File: config.mk
export PLATFORM = sky130hd
export DESIGN_NAME = spm_power_ctrl
export DESIGN_NICKNAME = d
export VERILOG_FILES = /design/src/spm_pkg.sv /design/src/spm_cmd_if.sv /design/src/spm_burst.sv /design/src/spm_decode.sv /design/src/spm_power_ctrl.sv
export SDC_FILE = /design/constraint.sdc
export NUM_CORES = 1
export LEC_CHECK = 0
export BUFFER_PORTS_ARGS = -buffer_cell sky130_fd_sc_hd__buf_2
export CORE_UTILIZATION = 45
export CTS_BUF_LIST = sky130_fd_sc_hd__clkbuf_4
export DETAILED_ROUTE_END_ITERATION = 6
export PLACE_DENSITY_LB_ADDON = 0.1
export RECOVER_POWER = 100
export SETUP_SLACK_MARGIN = 0.05
export SLEW_MARGIN = 10
export SYNTH_ARGS = -nofsm -noshare
export SYNTH_HDL_FRONTEND = slang
export SYNTH_SLANG_ARGS = --single-unit
File: constraint.sdc
create_clock -name mclk -period 2.8 [get_ports mclk]
set_input_delay 0.28 -clock mclk [delete_from_list [all_inputs] [get_ports mclk]]
set_output_delay 0.28 -clock mclk [all_outputs]
set_load 0.02 [all_outputs]
File: src/spm_pkg.sv
package spm_pkg;
  localparam int SPM_BANKS = 4;
  localparam int SPM_BANK_W = 2;
  localparam int SPM_ADDR_W = 12;
  localparam int SPM_PRE_BIT = 10;
  localparam int SPM_MASK_W = 2;
  localparam int SPM_BURST_W = 9;
  // Full page burst length code and count
  localparam logic [SPM_BURST_W-1:0] SPM_FULL_PAGE = 9'h100;
  localparam logic [SPM_BURST_W-1:0] SPM_BURST_RST = 9'h004;
  localparam logic [SPM_BANKS-1:0] SPM_BANKS_RST = 4'h0;
  localparam logic [SPM_BURST_W-1:0] SPM_CNT_RST = 9'h000;

  // Decoded commands
  typedef enum logic [3:0] {
    SPM_CMD_NOP = 4'h0,
    SPM_CMD_DESEL = 4'h1,
    SPM_CMD_ACT = 4'h2,
    SPM_CMD_PRE = 4'h3,
    SPM_CMD_WR = 4'h4,
    SPM_CMD_RD = 4'h5,
    SPM_CMD_MRS = 4'h6,
    SPM_CMD_BST = 4'h7,
    SPM_CMD_AREF = 4'h8,
    SPM_CMD_SREF = 4'h9
  } spm_cmd_t;

  // Power states
  typedef enum logic [2:0] {
    SPM_ST_IDLE = 3'h0,
    SPM_ST_ACTIVE = 3'h1,
    SPM_ST_SREF = 3'h2,
    SPM_ST_PDOWN = 3'h3,
    SPM_ST_SUSP = 3'h4
  } spm_state_t;
endpackage

File: src/spm_cmd_if.sv
`timescale 1ns/1ps
// Carries the decoded command from decoder to state machine
interface spm_cmd_if;
  import spm_pkg::*;
  spm_cmd_t cmd;
  logic gate_now;
  logic gate_prev;
  logic [spm_pkg::SPM_BANK_W-1:0] bank;
  logic pre_flag;
  modport dec (output cmd, gate_now, gate_prev, bank, pre_flag);
  modport fsm (input cmd, gate_now, gate_prev, bank, pre_flag);
endinterface

File: src/spm_burst.sv
`timescale 1ns/1ps
module spm_burst
  import spm_pkg::*;
#(
  parameter int BURST_W = spm_pkg::SPM_BURST_W
) (
  // Clock and reset
  input wire logic mclk,
  input wire logic rstn,
  // Control
  input wire logic start,
  input wire logic stop,
  input wire logic hold,
  input wire logic [BURST_W-1:0] length,
  // Status
  output logic busy,
  output logic last
);
  logic [BURST_W-1:0] count_reg;
  logic [BURST_W-1:0] count_next;

  initial begin
    if (BURST_W < 2) $error("spm_burst: BURST_W too small");
  end

  // Counts remaining beats; hold freezes the count while suspended
  always_comb begin
    count_next = count_reg;
    if (hold) begin
      count_next = count_reg;
    end else if (start) begin
      count_next = length;
    end else if (stop) begin
      count_next = '0;
    end else if (count_reg != '0) begin
      count_next = count_reg - 1'b1;
    end
  end

  always_ff @(posedge mclk or negedge rstn) begin
    if (!rstn) begin
      count_reg <= SPM_CNT_RST;
    end else begin
      count_reg <= count_next;
    end
  end

  assign busy = (count_reg != '0);
  assign last = (count_reg == {{(BURST_W-1){1'b0}}, 1'b1}) && !hold;
endmodule

File: src/spm_decode.sv
`timescale 1ns/1ps
module spm_decode
  import spm_pkg::*;
(
  // Clock and reset
  input wire logic mclk,
  input wire logic rstn,
  // Command pins
  input wire logic chip_select_n,
  input wire logic row_strobe_n,
  input wire logic column_strobe_n,
  input wire logic write_enable_n,
  input wire logic clock_gate_in,
  input wire logic [spm_pkg::SPM_BANK_W-1:0] bank_select,
  input wire logic precharge_flag_addr,
  // Decoded command
  spm_cmd_if.dec cmd_o
);
  logic gate_prev_reg;
  logic [2:0] strobes;
  spm_cmd_t pin_cmd;

  // Previous gate level, for qualifying each command
  always_ff @(posedge mclk or negedge rstn) begin
    if (!rstn) begin
      gate_prev_reg <= 1'b1;
    end else begin
      gate_prev_reg <= clock_gate_in;
    end
  end

  // Truth table of the strobes; deselect ignores all strobes
  assign strobes = {row_strobe_n, column_strobe_n, write_enable_n};
  always_comb begin
    pin_cmd = SPM_CMD_NOP;
    if (chip_select_n) begin
      pin_cmd = SPM_CMD_DESEL;
    end else begin
      case (strobes)
        3'b111: pin_cmd = SPM_CMD_NOP;
        3'b011: pin_cmd = SPM_CMD_ACT;
        3'b010: pin_cmd = SPM_CMD_PRE;
        3'b100: pin_cmd = SPM_CMD_WR;
        3'b101: pin_cmd = SPM_CMD_RD;
        3'b000: pin_cmd = SPM_CMD_MRS;
        3'b110: pin_cmd = SPM_CMD_BST;
        default: pin_cmd = clock_gate_in ? SPM_CMD_AREF : SPM_CMD_SREF;
      endcase
    end
  end

  assign cmd_o.cmd = pin_cmd;
  assign cmd_o.gate_now = clock_gate_in;
  assign cmd_o.gate_prev = gate_prev_reg;
  assign cmd_o.bank = bank_select;
  assign cmd_o.pre_flag = precharge_flag_addr;
endmodule

File: src/spm_power_ctrl.sv
`timescale 1ns/1ps
module spm_power_ctrl
  import spm_pkg::*;
#(
  parameter int BANKS = spm_pkg::SPM_BANKS,
  parameter int MASK_W = spm_pkg::SPM_MASK_W
) (
  // Clock and reset
  input wire logic mclk,
  input wire logic rstn,
  // Command pins
  input wire logic chip_select_n,
  input wire logic row_strobe_n,
  input wire logic column_strobe_n,
  input wire logic write_enable_n,
  input wire logic clock_gate_in,
  input wire logic [spm_pkg::SPM_BANK_W-1:0] bank_select,
  input wire logic precharge_flag_addr,
  input wire logic [MASK_W-1:0] byte_mask,
  // Burst length in beats, set by mode register logic outside
  input wire logic [spm_pkg::SPM_BURST_W-1:0] burst_length,
  // Status
  output spm_pkg::spm_state_t power_state,
  output logic [BANKS-1:0] bank_open,
  output logic internal_clk_en,
  output logic burst_busy,
  output logic burst_is_write,
  output logic auto_pre_pending,
  // Accepted command, one-cycle pulses; cmd_bank follows the bank pins every cycle
  output logic cmd_valid,
  output spm_pkg::spm_cmd_t cmd_accepted,
  output logic [spm_pkg::SPM_BANK_W-1:0] cmd_bank,
  output logic cmd_rejected,
  // Data enables per byte lane
  output logic [MASK_W-1:0] write_lane_en,
  output logic [MASK_W-1:0] read_lane_oe
);
  spm_state_t state_reg, state_next;
  logic [BANKS-1:0] bank_reg, bank_next;
  logic auto_pre_reg, auto_pre_next;
  logic wr_reg, wr_next;
  logic [SPM_BANK_W-1:0] burst_bank_reg, burst_bank_next;
  logic cmd_valid_reg, cmd_valid_next;
  spm_cmd_t cmd_reg, cmd_next;
  logic [SPM_BANK_W-1:0] cmd_bank_reg;
  logic rej_reg, rej_next;
  logic [MASK_W-1:0] wen_reg, oe_reg;
  logic b_start, b_stop, b_hold, b_busy, b_last;
  logic full_page;

  spm_cmd_if dec_bus ();

  initial begin
    if (BANKS != (1 << SPM_BANK_W)) $error("spm_power_ctrl: BANKS must match bank select width");
    if (MASK_W < 1) $error("spm_power_ctrl: MASK_W must be positive");
  end

  spm_decode u_dec (
    .mclk(mclk),
    .rstn(rstn),
    .chip_select_n(chip_select_n),
    .row_strobe_n(row_strobe_n),
    .column_strobe_n(column_strobe_n),
    .write_enable_n(write_enable_n),
    .clock_gate_in(clock_gate_in),
    .bank_select(bank_select),
    .precharge_flag_addr(precharge_flag_addr),
    .cmd_o(dec_bus)
  );

  spm_burst #(.BURST_W(SPM_BURST_W)) u_burst (
    .mclk(mclk),
    .rstn(rstn),
    .start(b_start),
    .stop(b_stop),
    .hold(b_hold),
    .length(burst_length),
    .busy(b_busy),
    .last(b_last)
  );

  // Qualified views of the decoded command
  wire gate_was_hi = dec_bus.gate_prev;
  wire gate_is_hi = dec_bus.gate_now;
  wire any_open = |bank_reg;
  wire sel_open = bank_reg[dec_bus.bank];
  wire cmd_live = gate_was_hi && (state_reg == SPM_ST_IDLE || state_reg == SPM_ST_ACTIVE);
  wire is_rdwr = (dec_bus.cmd == SPM_CMD_RD) || (dec_bus.cmd == SPM_CMD_WR);
  assign full_page = (burst_length == SPM_FULL_PAGE);
  // Auto-precharge bursts refuse read, write, precharge and stop
  wire ap_block = auto_pre_reg && b_busy;
  wire is_noop = (dec_bus.cmd == SPM_CMD_NOP) || (dec_bus.cmd == SPM_CMD_DESEL);

  // Legality of the command in the current state
  logic legal;
  always_comb begin
    legal = 1'b0;
    case (dec_bus.cmd)
      SPM_CMD_ACT: legal = !sel_open;
      SPM_CMD_PRE: legal = !ap_block;
      SPM_CMD_RD, SPM_CMD_WR: legal = sel_open && !ap_block && !(dec_bus.pre_flag && full_page);
      SPM_CMD_MRS: legal = !any_open;
      SPM_CMD_BST: legal = b_busy && full_page && !ap_block;
      SPM_CMD_AREF, SPM_CMD_SREF: legal = !any_open;
      default: legal = 1'b1;
    endcase
  end

  wire take = cmd_live && !is_noop && legal;
  assign b_start = take && is_rdwr;
  assign b_stop = take && (dec_bus.cmd == SPM_CMD_BST);
  // Freeze one cycle after gate registered low, release one after high
  assign b_hold = (state_reg == SPM_ST_SUSP);

  // Bank bookkeeping and burst attributes
  always_comb begin
    bank_next = bank_reg;
    auto_pre_next = auto_pre_reg;
    wr_next = wr_reg;
    burst_bank_next = burst_bank_reg;
    if (b_last && auto_pre_reg) begin
      bank_next[burst_bank_reg] = 1'b0;
      auto_pre_next = 1'b0;
    end
    if (take) begin
      case (dec_bus.cmd)
        SPM_CMD_ACT: bank_next[dec_bus.bank] = 1'b1;
        SPM_CMD_PRE: begin
          if (dec_bus.pre_flag) begin
            bank_next = SPM_BANKS_RST;
          end else begin
            bank_next[dec_bus.bank] = 1'b0;
          end
        end
        SPM_CMD_RD, SPM_CMD_WR: begin
          auto_pre_next = dec_bus.pre_flag;
          wr_next = (dec_bus.cmd == SPM_CMD_WR);
          burst_bank_next = dec_bus.bank;
        end
        default: ;
      endcase
    end
  end

  // Power state machine
  always_comb begin
    state_next = state_reg;
    case (state_reg)
      SPM_ST_IDLE: begin
        if (take && dec_bus.cmd == SPM_CMD_SREF) begin
          state_next = SPM_ST_SREF;
        end else if (gate_was_hi && !gate_is_hi) begin
          state_next = (any_open || b_busy) ? SPM_ST_SUSP : SPM_ST_PDOWN;
        end else if (|bank_next) begin
          state_next = SPM_ST_ACTIVE;
        end
      end
      SPM_ST_ACTIVE: begin
        if (gate_was_hi && !gate_is_hi) begin
          state_next = SPM_ST_SUSP;
        end else if (!(|bank_next)) begin
          state_next = SPM_ST_IDLE;
        end
      end
      SPM_ST_SREF: begin
        if (gate_is_hi) state_next = SPM_ST_IDLE;
      end
      SPM_ST_PDOWN: begin
        if (gate_is_hi) state_next = SPM_ST_IDLE;
      end
      SPM_ST_SUSP: begin
        if (gate_is_hi) state_next = any_open ? SPM_ST_ACTIVE : SPM_ST_IDLE;
      end
      default: state_next = SPM_ST_IDLE;
    endcase
  end

  // Accepted and rejected command report
  always_comb begin
    cmd_valid_next = take;
    cmd_next = take ? dec_bus.cmd : SPM_CMD_NOP;
    rej_next = cmd_live && !is_noop && !legal;
  end

  // State registers; every input but the asynchronous rstn is sampled on the rising edge only
  always_ff @(posedge mclk or negedge rstn) begin
    if (!rstn) begin
      state_reg <= SPM_ST_IDLE;
      bank_reg <= SPM_BANKS_RST;
      auto_pre_reg <= 1'b0;
      wr_reg <= 1'b0;
      burst_bank_reg <= '0;
    end else begin
      state_reg <= state_next;
      bank_reg <= bank_next;
      auto_pre_reg <= auto_pre_next;
      wr_reg <= wr_next;
      burst_bank_reg <= burst_bank_next;
    end
  end

  // Report registers
  always_ff @(posedge mclk or negedge rstn) begin
    if (!rstn) begin
      cmd_valid_reg <= 1'b0;
      cmd_reg <= SPM_CMD_NOP;
      cmd_bank_reg <= '0;
      rej_reg <= 1'b0;
    end else begin
      cmd_valid_reg <= cmd_valid_next;
      cmd_reg <= cmd_next;
      cmd_bank_reg <= dec_bus.bank;
      rej_reg <= rej_next;
    end
  end

  // Byte lanes: mask low enables data, high blocks it; off outside active
  always_ff @(posedge mclk or negedge rstn) begin
    if (!rstn) begin
      wen_reg <= '0;
      oe_reg <= '0;
    end else begin
      wen_reg <= (cmd_live && any_open && b_busy && wr_next) ? ~byte_mask : '0;
      oe_reg <= (cmd_live && any_open && b_busy && !wr_next) ? ~byte_mask : '0;
    end
  end

  assign power_state = state_reg;
  assign bank_open = bank_reg;
  // Internal clock stops in self refresh, power down and suspend
  assign internal_clk_en = (state_reg == SPM_ST_IDLE) || (state_reg == SPM_ST_ACTIVE);
  assign burst_busy = b_busy;
  assign burst_is_write = wr_reg;
  assign auto_pre_pending = auto_pre_reg;
  assign cmd_valid = cmd_valid_reg;
  assign cmd_accepted = cmd_reg;
  assign cmd_bank = cmd_bank_reg;
  assign cmd_rejected = rej_reg;
  assign write_lane_en = wen_reg;
  assign read_lane_oe = oe_reg;
endmodule

==> flow_metrics.tcl, run 1 <==
set metrics [dict create \
    comb_power_share_pct 40.0 \
    p_leak_nw 1.095 \
    maxCapViolCount 1 \
    setup_tns_ps 0 \
    cts-hold-fix-buffers 0 \
    crit_required_ps 3050 \
    place.port_buffers 43 \
    clkSinkCount 33 \
    wl_um 5529 \
    intPower_mw 1.193 \
    die_w_um 71.16 \
    slew_violations 34 \
    antenna_found_initial 0 \
    via_per_inst 5.864 \
    drive_gt1_share_pct 15.91 \
    initial_core_util_pct 48.10 \
    grt_usage_pct 23.05 \
    ys.flop_type "dfrtp_1" \
    ir_drop_mv 0.5256 \
    fmax_mhz 373.5 \
    netlist_area_mm2 0.002152 \
    die_h_um 71.16 \
    root_buffer "clkbuf_4" \
    numCtsBuffers 5 \
    critPathMaxStageDelay_ps 430 \
    h-tree-depth 2 \
    ant_nets 0 \
    largest_reg_flops 9 \
    min_period_ps 2678 \
    most-common-layout-cells "nor2_1, dfrtp_1, clkbuf_1" \
    end_kind "flop" \
    ios 44 \
    dieArea_mm2 0.005063 \
    startpoint_type "flop" \
    ys_async_sr_fraction_pct 100.0 \
    outcome "complete, but fails checks" \
    syn-num-nets 282 \
    synth_edf_count 0 \
    wl_per_cell_um 15.36 \
    swShare_pct 40.92 \
    setup_ws_ps 122.4 \
    cp_slowest_cell "dfrtp_1" \
    period_share_pct 95.63 \
    rsz0062_at_grt "yes" \
    p_seq_share_pct 37.6 \
    clk_latency_ps 340 \
    antenna_cells 0 \
    cts_tree "built" \
    syn2layout_area_growth_pct 16.57 \
    dr.pass1.iters 6 \
    vias 2111 \
    synth_cell_types 54 \
    crit_path_cell_trace "inv_1 -> ha_1 -> nand4b_4 -> a211o_1 -> and4_4 -> a21o_2 -> nor2_1 -> nand2_1 -> o21a_1" \
    ys_ff_latch 33 \
    worstPathArrival_ps 2920 \
    drt_iter0_markers 193 \
    fin_nets 331 \
    yosys_warnings 0 \
    syn_inst 258 \
    worstMarginPinSlew_ps 1804 \
    cp_max_fo 10 \
    hold_violations 0 \
    path_class "flop to flop" \
    ys_seq_area_share_pct 38.43 \
    syn_area_per_cell_um2 8.341 \
    powerDensity_mw_per_mm2 805.2 \
    gp_congestion 0.8952 \
    core_mm2 0.004474 \
    hold_class "input port to flop" \
    clockBufferDepth 2 \
    grt_max_degree 34 \
    dp_hpwl_um 4061 \
    fp-row-count 24 \
    grt-ovfl-total 0 \
    grt_pass1_wl_um 9087 \
    drc 6 \
    violations "design-rule violations, max-capacitance violations, max-slew violations" \
    path_clk_slew_ps 110 \
    grt_pass1_vias 1949 \
    slew_headroom_pct -20.27 \
    setup_violations 0 \
    clkPwrFrac_pct 22.4 \
    final.setup_skew_ps 10.49 \
    dp_worst_setup_slack_ps 163.9 \
    p_sw_mw 0.8266 \
]
[worst paths after layout]
kind	from	slack [ps]	endpoint	depth (start not counted)
max	u_burst.count_reg[0]$_DFFE_PN0P_	120	bank_open[0]$_DFF_PN0_	9
min	byte_mask[1]	100	write_lane_en[1]$_DFF_PN0_	2
max reg2reg	u_burst.count_reg[0]$_DFFE_PN0P_	120	bank_open[0]$_DFF_PN0_	9
min reg2reg	u_burst.count_reg[0]$_DFFE_PN0P_	590	u_burst.count_reg[0]$_DFFE_PN0P_	2
max in group asynchronous	rstn	1360	power_state[2]$_DFFE_PN0P_	1
min in group asynchronous	rstn	400	burst_bank_reg[0]$_DFFE_PN0P_	1
[power groups by stage]
stage / Combinational, mW / Sequential [mW] / Clock (mW)
after detailed placement: 0.820 / 0.764 / 0
final: 0.809 / 0.759 / 0.452
after CTS: 0.825 / 0.755 / 0.460
after floorplan: 0.508 / 0.792 / 0
after global routing: 0.908 / 0.779 / 0.481
after global placement: 0.819 / 0.764 / 0
[through the flow]
step / hold WS, ps / instances / util, % / power [mW] / area [um^2]
global placement: 393.2 / 352 / 54.78 / 1.583 / 2451
finish: 96.47 / 360 / 56.07 / 2.020 / 2509
detailed placement: 396.4 / 352 / 54.78 / 1.584 / 2451
CTS: 12.38 / 360 / 57.07 / 2.040 / 2554
global route: 75.01 / 360 / 56.07 / 2.167 / 2509
floorplan: -15.59 / 258 / - / 1.299 / 2152
[logic make-up (layout without fill, tap and decap cells)]
kind of cell	Yosys count	count (layout)	synth area share, %
XOR/XNOR	1	1	0.4071
AND/OR/NAND/NOR	111	111	28.78
AO/OA/AOI/OAI	79	79	22.27
adder cells (fa/ha/maj)	3	3	1.744
flip-flops	33	33	38.43
multiplexers	6	6	2.965
buffers and inverters	25	75	5.406
[synth_stat cells (2+ instances only)]
cell / count / share of area (%)
dfrtp_1: 32 / 37
nor2_1: 31 / 5.4
a21oi_1: 26 / 6.0
nand2_1: 24 / 4.2
o21ai_0: 18 / 4.2
inv_1: 12 / 2.1
nor3_1: 11 / 2.6
nand3_1: 10 / 2.3
clkbuf_1: 6 / 1.0
a211oi_1: 5 / 1.7
nand2b_1: 5 / 1.5
nor4_1: 5 / 1.5
o21ai_1: 5 / 1.2
nand4_1: 4 / 1.2
a22oi_1: 3 / 1.0
a2bb2oi_1: 3 / 1.2
a31oi_1: 3 / 0.87
and4b_1: 3 / 1.4
buf_2: 3 / 0.70
ha_1: 3 / 1.7
mux2_2: 3 / 1.6
mux2i_1: 3 / 1.4
nor3_4: 3 / 2.3
o211ai_1: 3 / 1.0
a21o_1: 2 / 0.70
and2_1: 2 / 0.58
buf_6: 2 / 1.0
nor4b_1: 2 / 0.81
[per-layer routing]
layer  vias up  routed length [um]  share of wire [%]  GRT usage [%]
li1       1042                   -                  -              -
met1       982                2589                 47          30.95
met2        77                2512                 45          36.51
met3        10                 317                5.7          4.843
met4         0                 111                2.0          8.889
met5         -                   0                  0              0
[worst max-delay path: cells and delay by family (launching register included)]
| family | cells | cell delay, ps |
|---|---|---|
| flops | 1 | 430 |
| simple gates | 4 | 950 |
| compound gates | 3 | 830 |
| buf+inv | 1 | 120 |
| fa+ha+maj | 1 | 250 |
[layout make-up]
class / instances / area [um^2]
clock buffer: 5 / 37.54
clock inverter: 3 / 65.06
fill: 429 / 1966
inverter: 12 / 45.04
multi-input combinational: 200 / 1207
sequential: 33 / 827.0
tap: 52 / 65.06
timing repair buffer: 55 / 261.5
[what timing repair did]
action                     4_1_cts  5_1_grt
gates resized for setup          0        2
setup buffers                    0        0
setup endpoints to repair        0        7
(Power assumes the default switching activity.)
==> inputs of run 2 (changes only) <==
- CORE_MARGIN: unset -> 8
==> run 2 against run 1 <==
The flow finishes with violations (max-capacitance violations, max-slew violations). First-iteration DRC count fell by 61%. Via count fell by 1.5%. Critical path depth did not move. Highest routed layer unchanged.
==> flow_metrics.tcl, run 2 (same netlist as run 1, synthesis figures left out) <==
set metrics [dict create \
    dp.cells 350 \
    worstReg2RegEnd "burst_bank_reg[1]$_DFFE_PN0P_" \
    most-common-layout-cells "nor2_1, dfrtp_1, clkbuf_1" \
    dr.pass1.iters 4 \
    setup_violations 0 \
    wl_per_cell_um 15.94 \
    wl_met3_um 312 \
    cts_tree "built" \
    grt_max_degree 34 \
    clkSinkCount 33 \
    drt-met1-wl_um 2626 \
    final.setup_skew_ps 11.55 \
    grt-ovfl-total 0 \
    cts-hold-fix-buffers 0 \
    numCtsBuffers 5 \
    die_h_um 85.16 \
    rr_worst_depth 8 \
    clk_latency_ps 340 \
    initial_core_util_pct 46.17 \
    gp_congestion 0.8922 \
    holdPathStages 2 \
    cp_max_fo 16 \
    antenna_found_initial 0 \
    routed.top_layer "met4" \
    ir_drop_mv 0.4809 \
    grt_pass1_vias 2048 \
    drt_iter0_markers 76 \
    wl_um 5722 \
    dieArea_mm2 0.007251 \
    slew_headroom_pct -17.09 \
    startpoint_type "input port" \
    fin_nets 328 \
    fmax_mhz 381.6 \
    path_class "input port to flop" \
    min_period_ps 2621 \
    syn2layout_area_growth_pct 14.24 \
    setup_tns_ps 0 \
    dp_hpwl_um 4279 \
    min_from "byte_mask[0]" \
    fill_cells 469 \
    powerDensity_mw_per_mm2 737.6 \
    antenna_cells 0 \
    ant_nets 0 \
    min_to "read_lane_oe[0]$_DFF_PN0_" \
    via_per_inst 5.791 \
    core_mm2 0.004661 \
    reg2reg_slack_ps 190 \
    fp-row-count 25 \
    violations "max-capacitance violations, max-slew violations" \
    die_w_um 85.16 \
    reg2reg_from "u_burst.count_reg[4]$_DFFE_PN0P_" \
    final_cells 359 \
    p_leak_nw 1.067 \
    rsz0062_at_grt "no" \
    path_clk_slew_ps 110 \
    outcome "complete, but fails checks" \
    worstPathArrival_ps 2860 \
    place.port_buffers 43 \
    worstMarginPinSlew_ps 1756 \
    maxCapViolCount 1 \
    met2_length_um 2717 \
    crit_required_ps 3040 \
    slew_violations 34 \
    drc 0 \
    ios 44 \
    vias 2079 \
    largest_reg_flops 9 \
    drive_gt1_share_pct 15.41 \
    h-tree-depth 2 \
    hold_violations 0 \
    grt_pass1_wl_um 9604 \
    grt_usage_pct 16.15 \
    root_buffer "clkbuf_4" \
    hold_class "input port to flop" \
    end_kind "flop" \
    period_share_pct 93.60 \
    clockBufferDepth 2 \
]
run 2: worst max-delay path by stage:
stage	slack, ps	cells after the start	from	to
final	180	9	bank_select[1]	burst_bank_reg[1]$_DFFE_PN0P_
after floorplan	260	10	bank_open[0]$_DFF_PN0_	read_lane_oe[0]$_DFF_PN0_
after global routing	60	11	u_burst.count_reg[0]$_DFFE_PN0P_	u_burst.count_reg[3]$_DFFE_PN0P_
after global placement	220	9	bank_select[1]	burst_bank_reg[0]$_DFFE_PN0P_
after detailed placement	160	9	bank_select[1]	burst_bank_reg[1]$_DFFE_PN0P_
after CTS	190	8	u_burst.count_reg[2]$_DFFE_PN0P_	burst_bank_reg[1]$_DFFE_PN0P_
run 2: final cells by class:
| type | instances | area (um^2) | area share (%) |
|---|---|---|---|
| sequential | 33 | 827.0 | 33.64 |
| clock buffer | 6 | 45.04 | 1.832 |
| inverter | 12 | 45.04 | 1.832 |
| multi-input combinational | 200 | 1217 | 49.52 |
| clock inverter | 2 | 10.01 | 0.4071 |
| tap | 54 | 67.56 | 2.748 |
| timing repair buffer | 52 | 246.5 | 10.03 |
run 2: worst max-delay path, stage by stage:
cell and delay [ps]:
clkbuf_1 520, mux2_2 300, nor2_1 50, a2111oi_0 440, nand3_1 220, a21o_2 290
nor3_4 160, buf_4 230, mux2_2 350
run 2: routing by layer:
layer	vias to the layer above	track usage (%)
met5	-	0
met4	0	5.825
met3	6	3.571
met2	53	26.49
met1	980	20.18
li1	1040	-
run 2: metrics by stage:
stage          total power, mW  utilization [%]  cell area [um^2]  hold slack, ps  setup WS (ps)
4_1_cts                  1.820            53.18              2479           19.80          192.3
6_report                 1.813            52.75              2459           99.04          179.3
3_5_place_dp             1.543            52.00              2424           401.8          156.2
2_1_floorplan            1.299                -              2152          -15.59          257.5
5_1_grt                  1.970            52.75              2459           92.75          62.86
3_3_place_gp             1.543            52.00              2424           390.7          219.0
run 2: repair_timing:
item                       4_1_cts  5_1_grt
buffers inserted                 0        1
setup endpoints to repair        0        4
hold endpoints to repair         0        0
resized for setup                0        3
run 2: power breakdown:
part	internal, mW	total, mW	leakage, nW	switching [mW]
logic	0.312	0.771	0.616	0.459
clock network	0.105	0.272	0.0354	0.167
registers	0.595	0.770	0.416	0.175
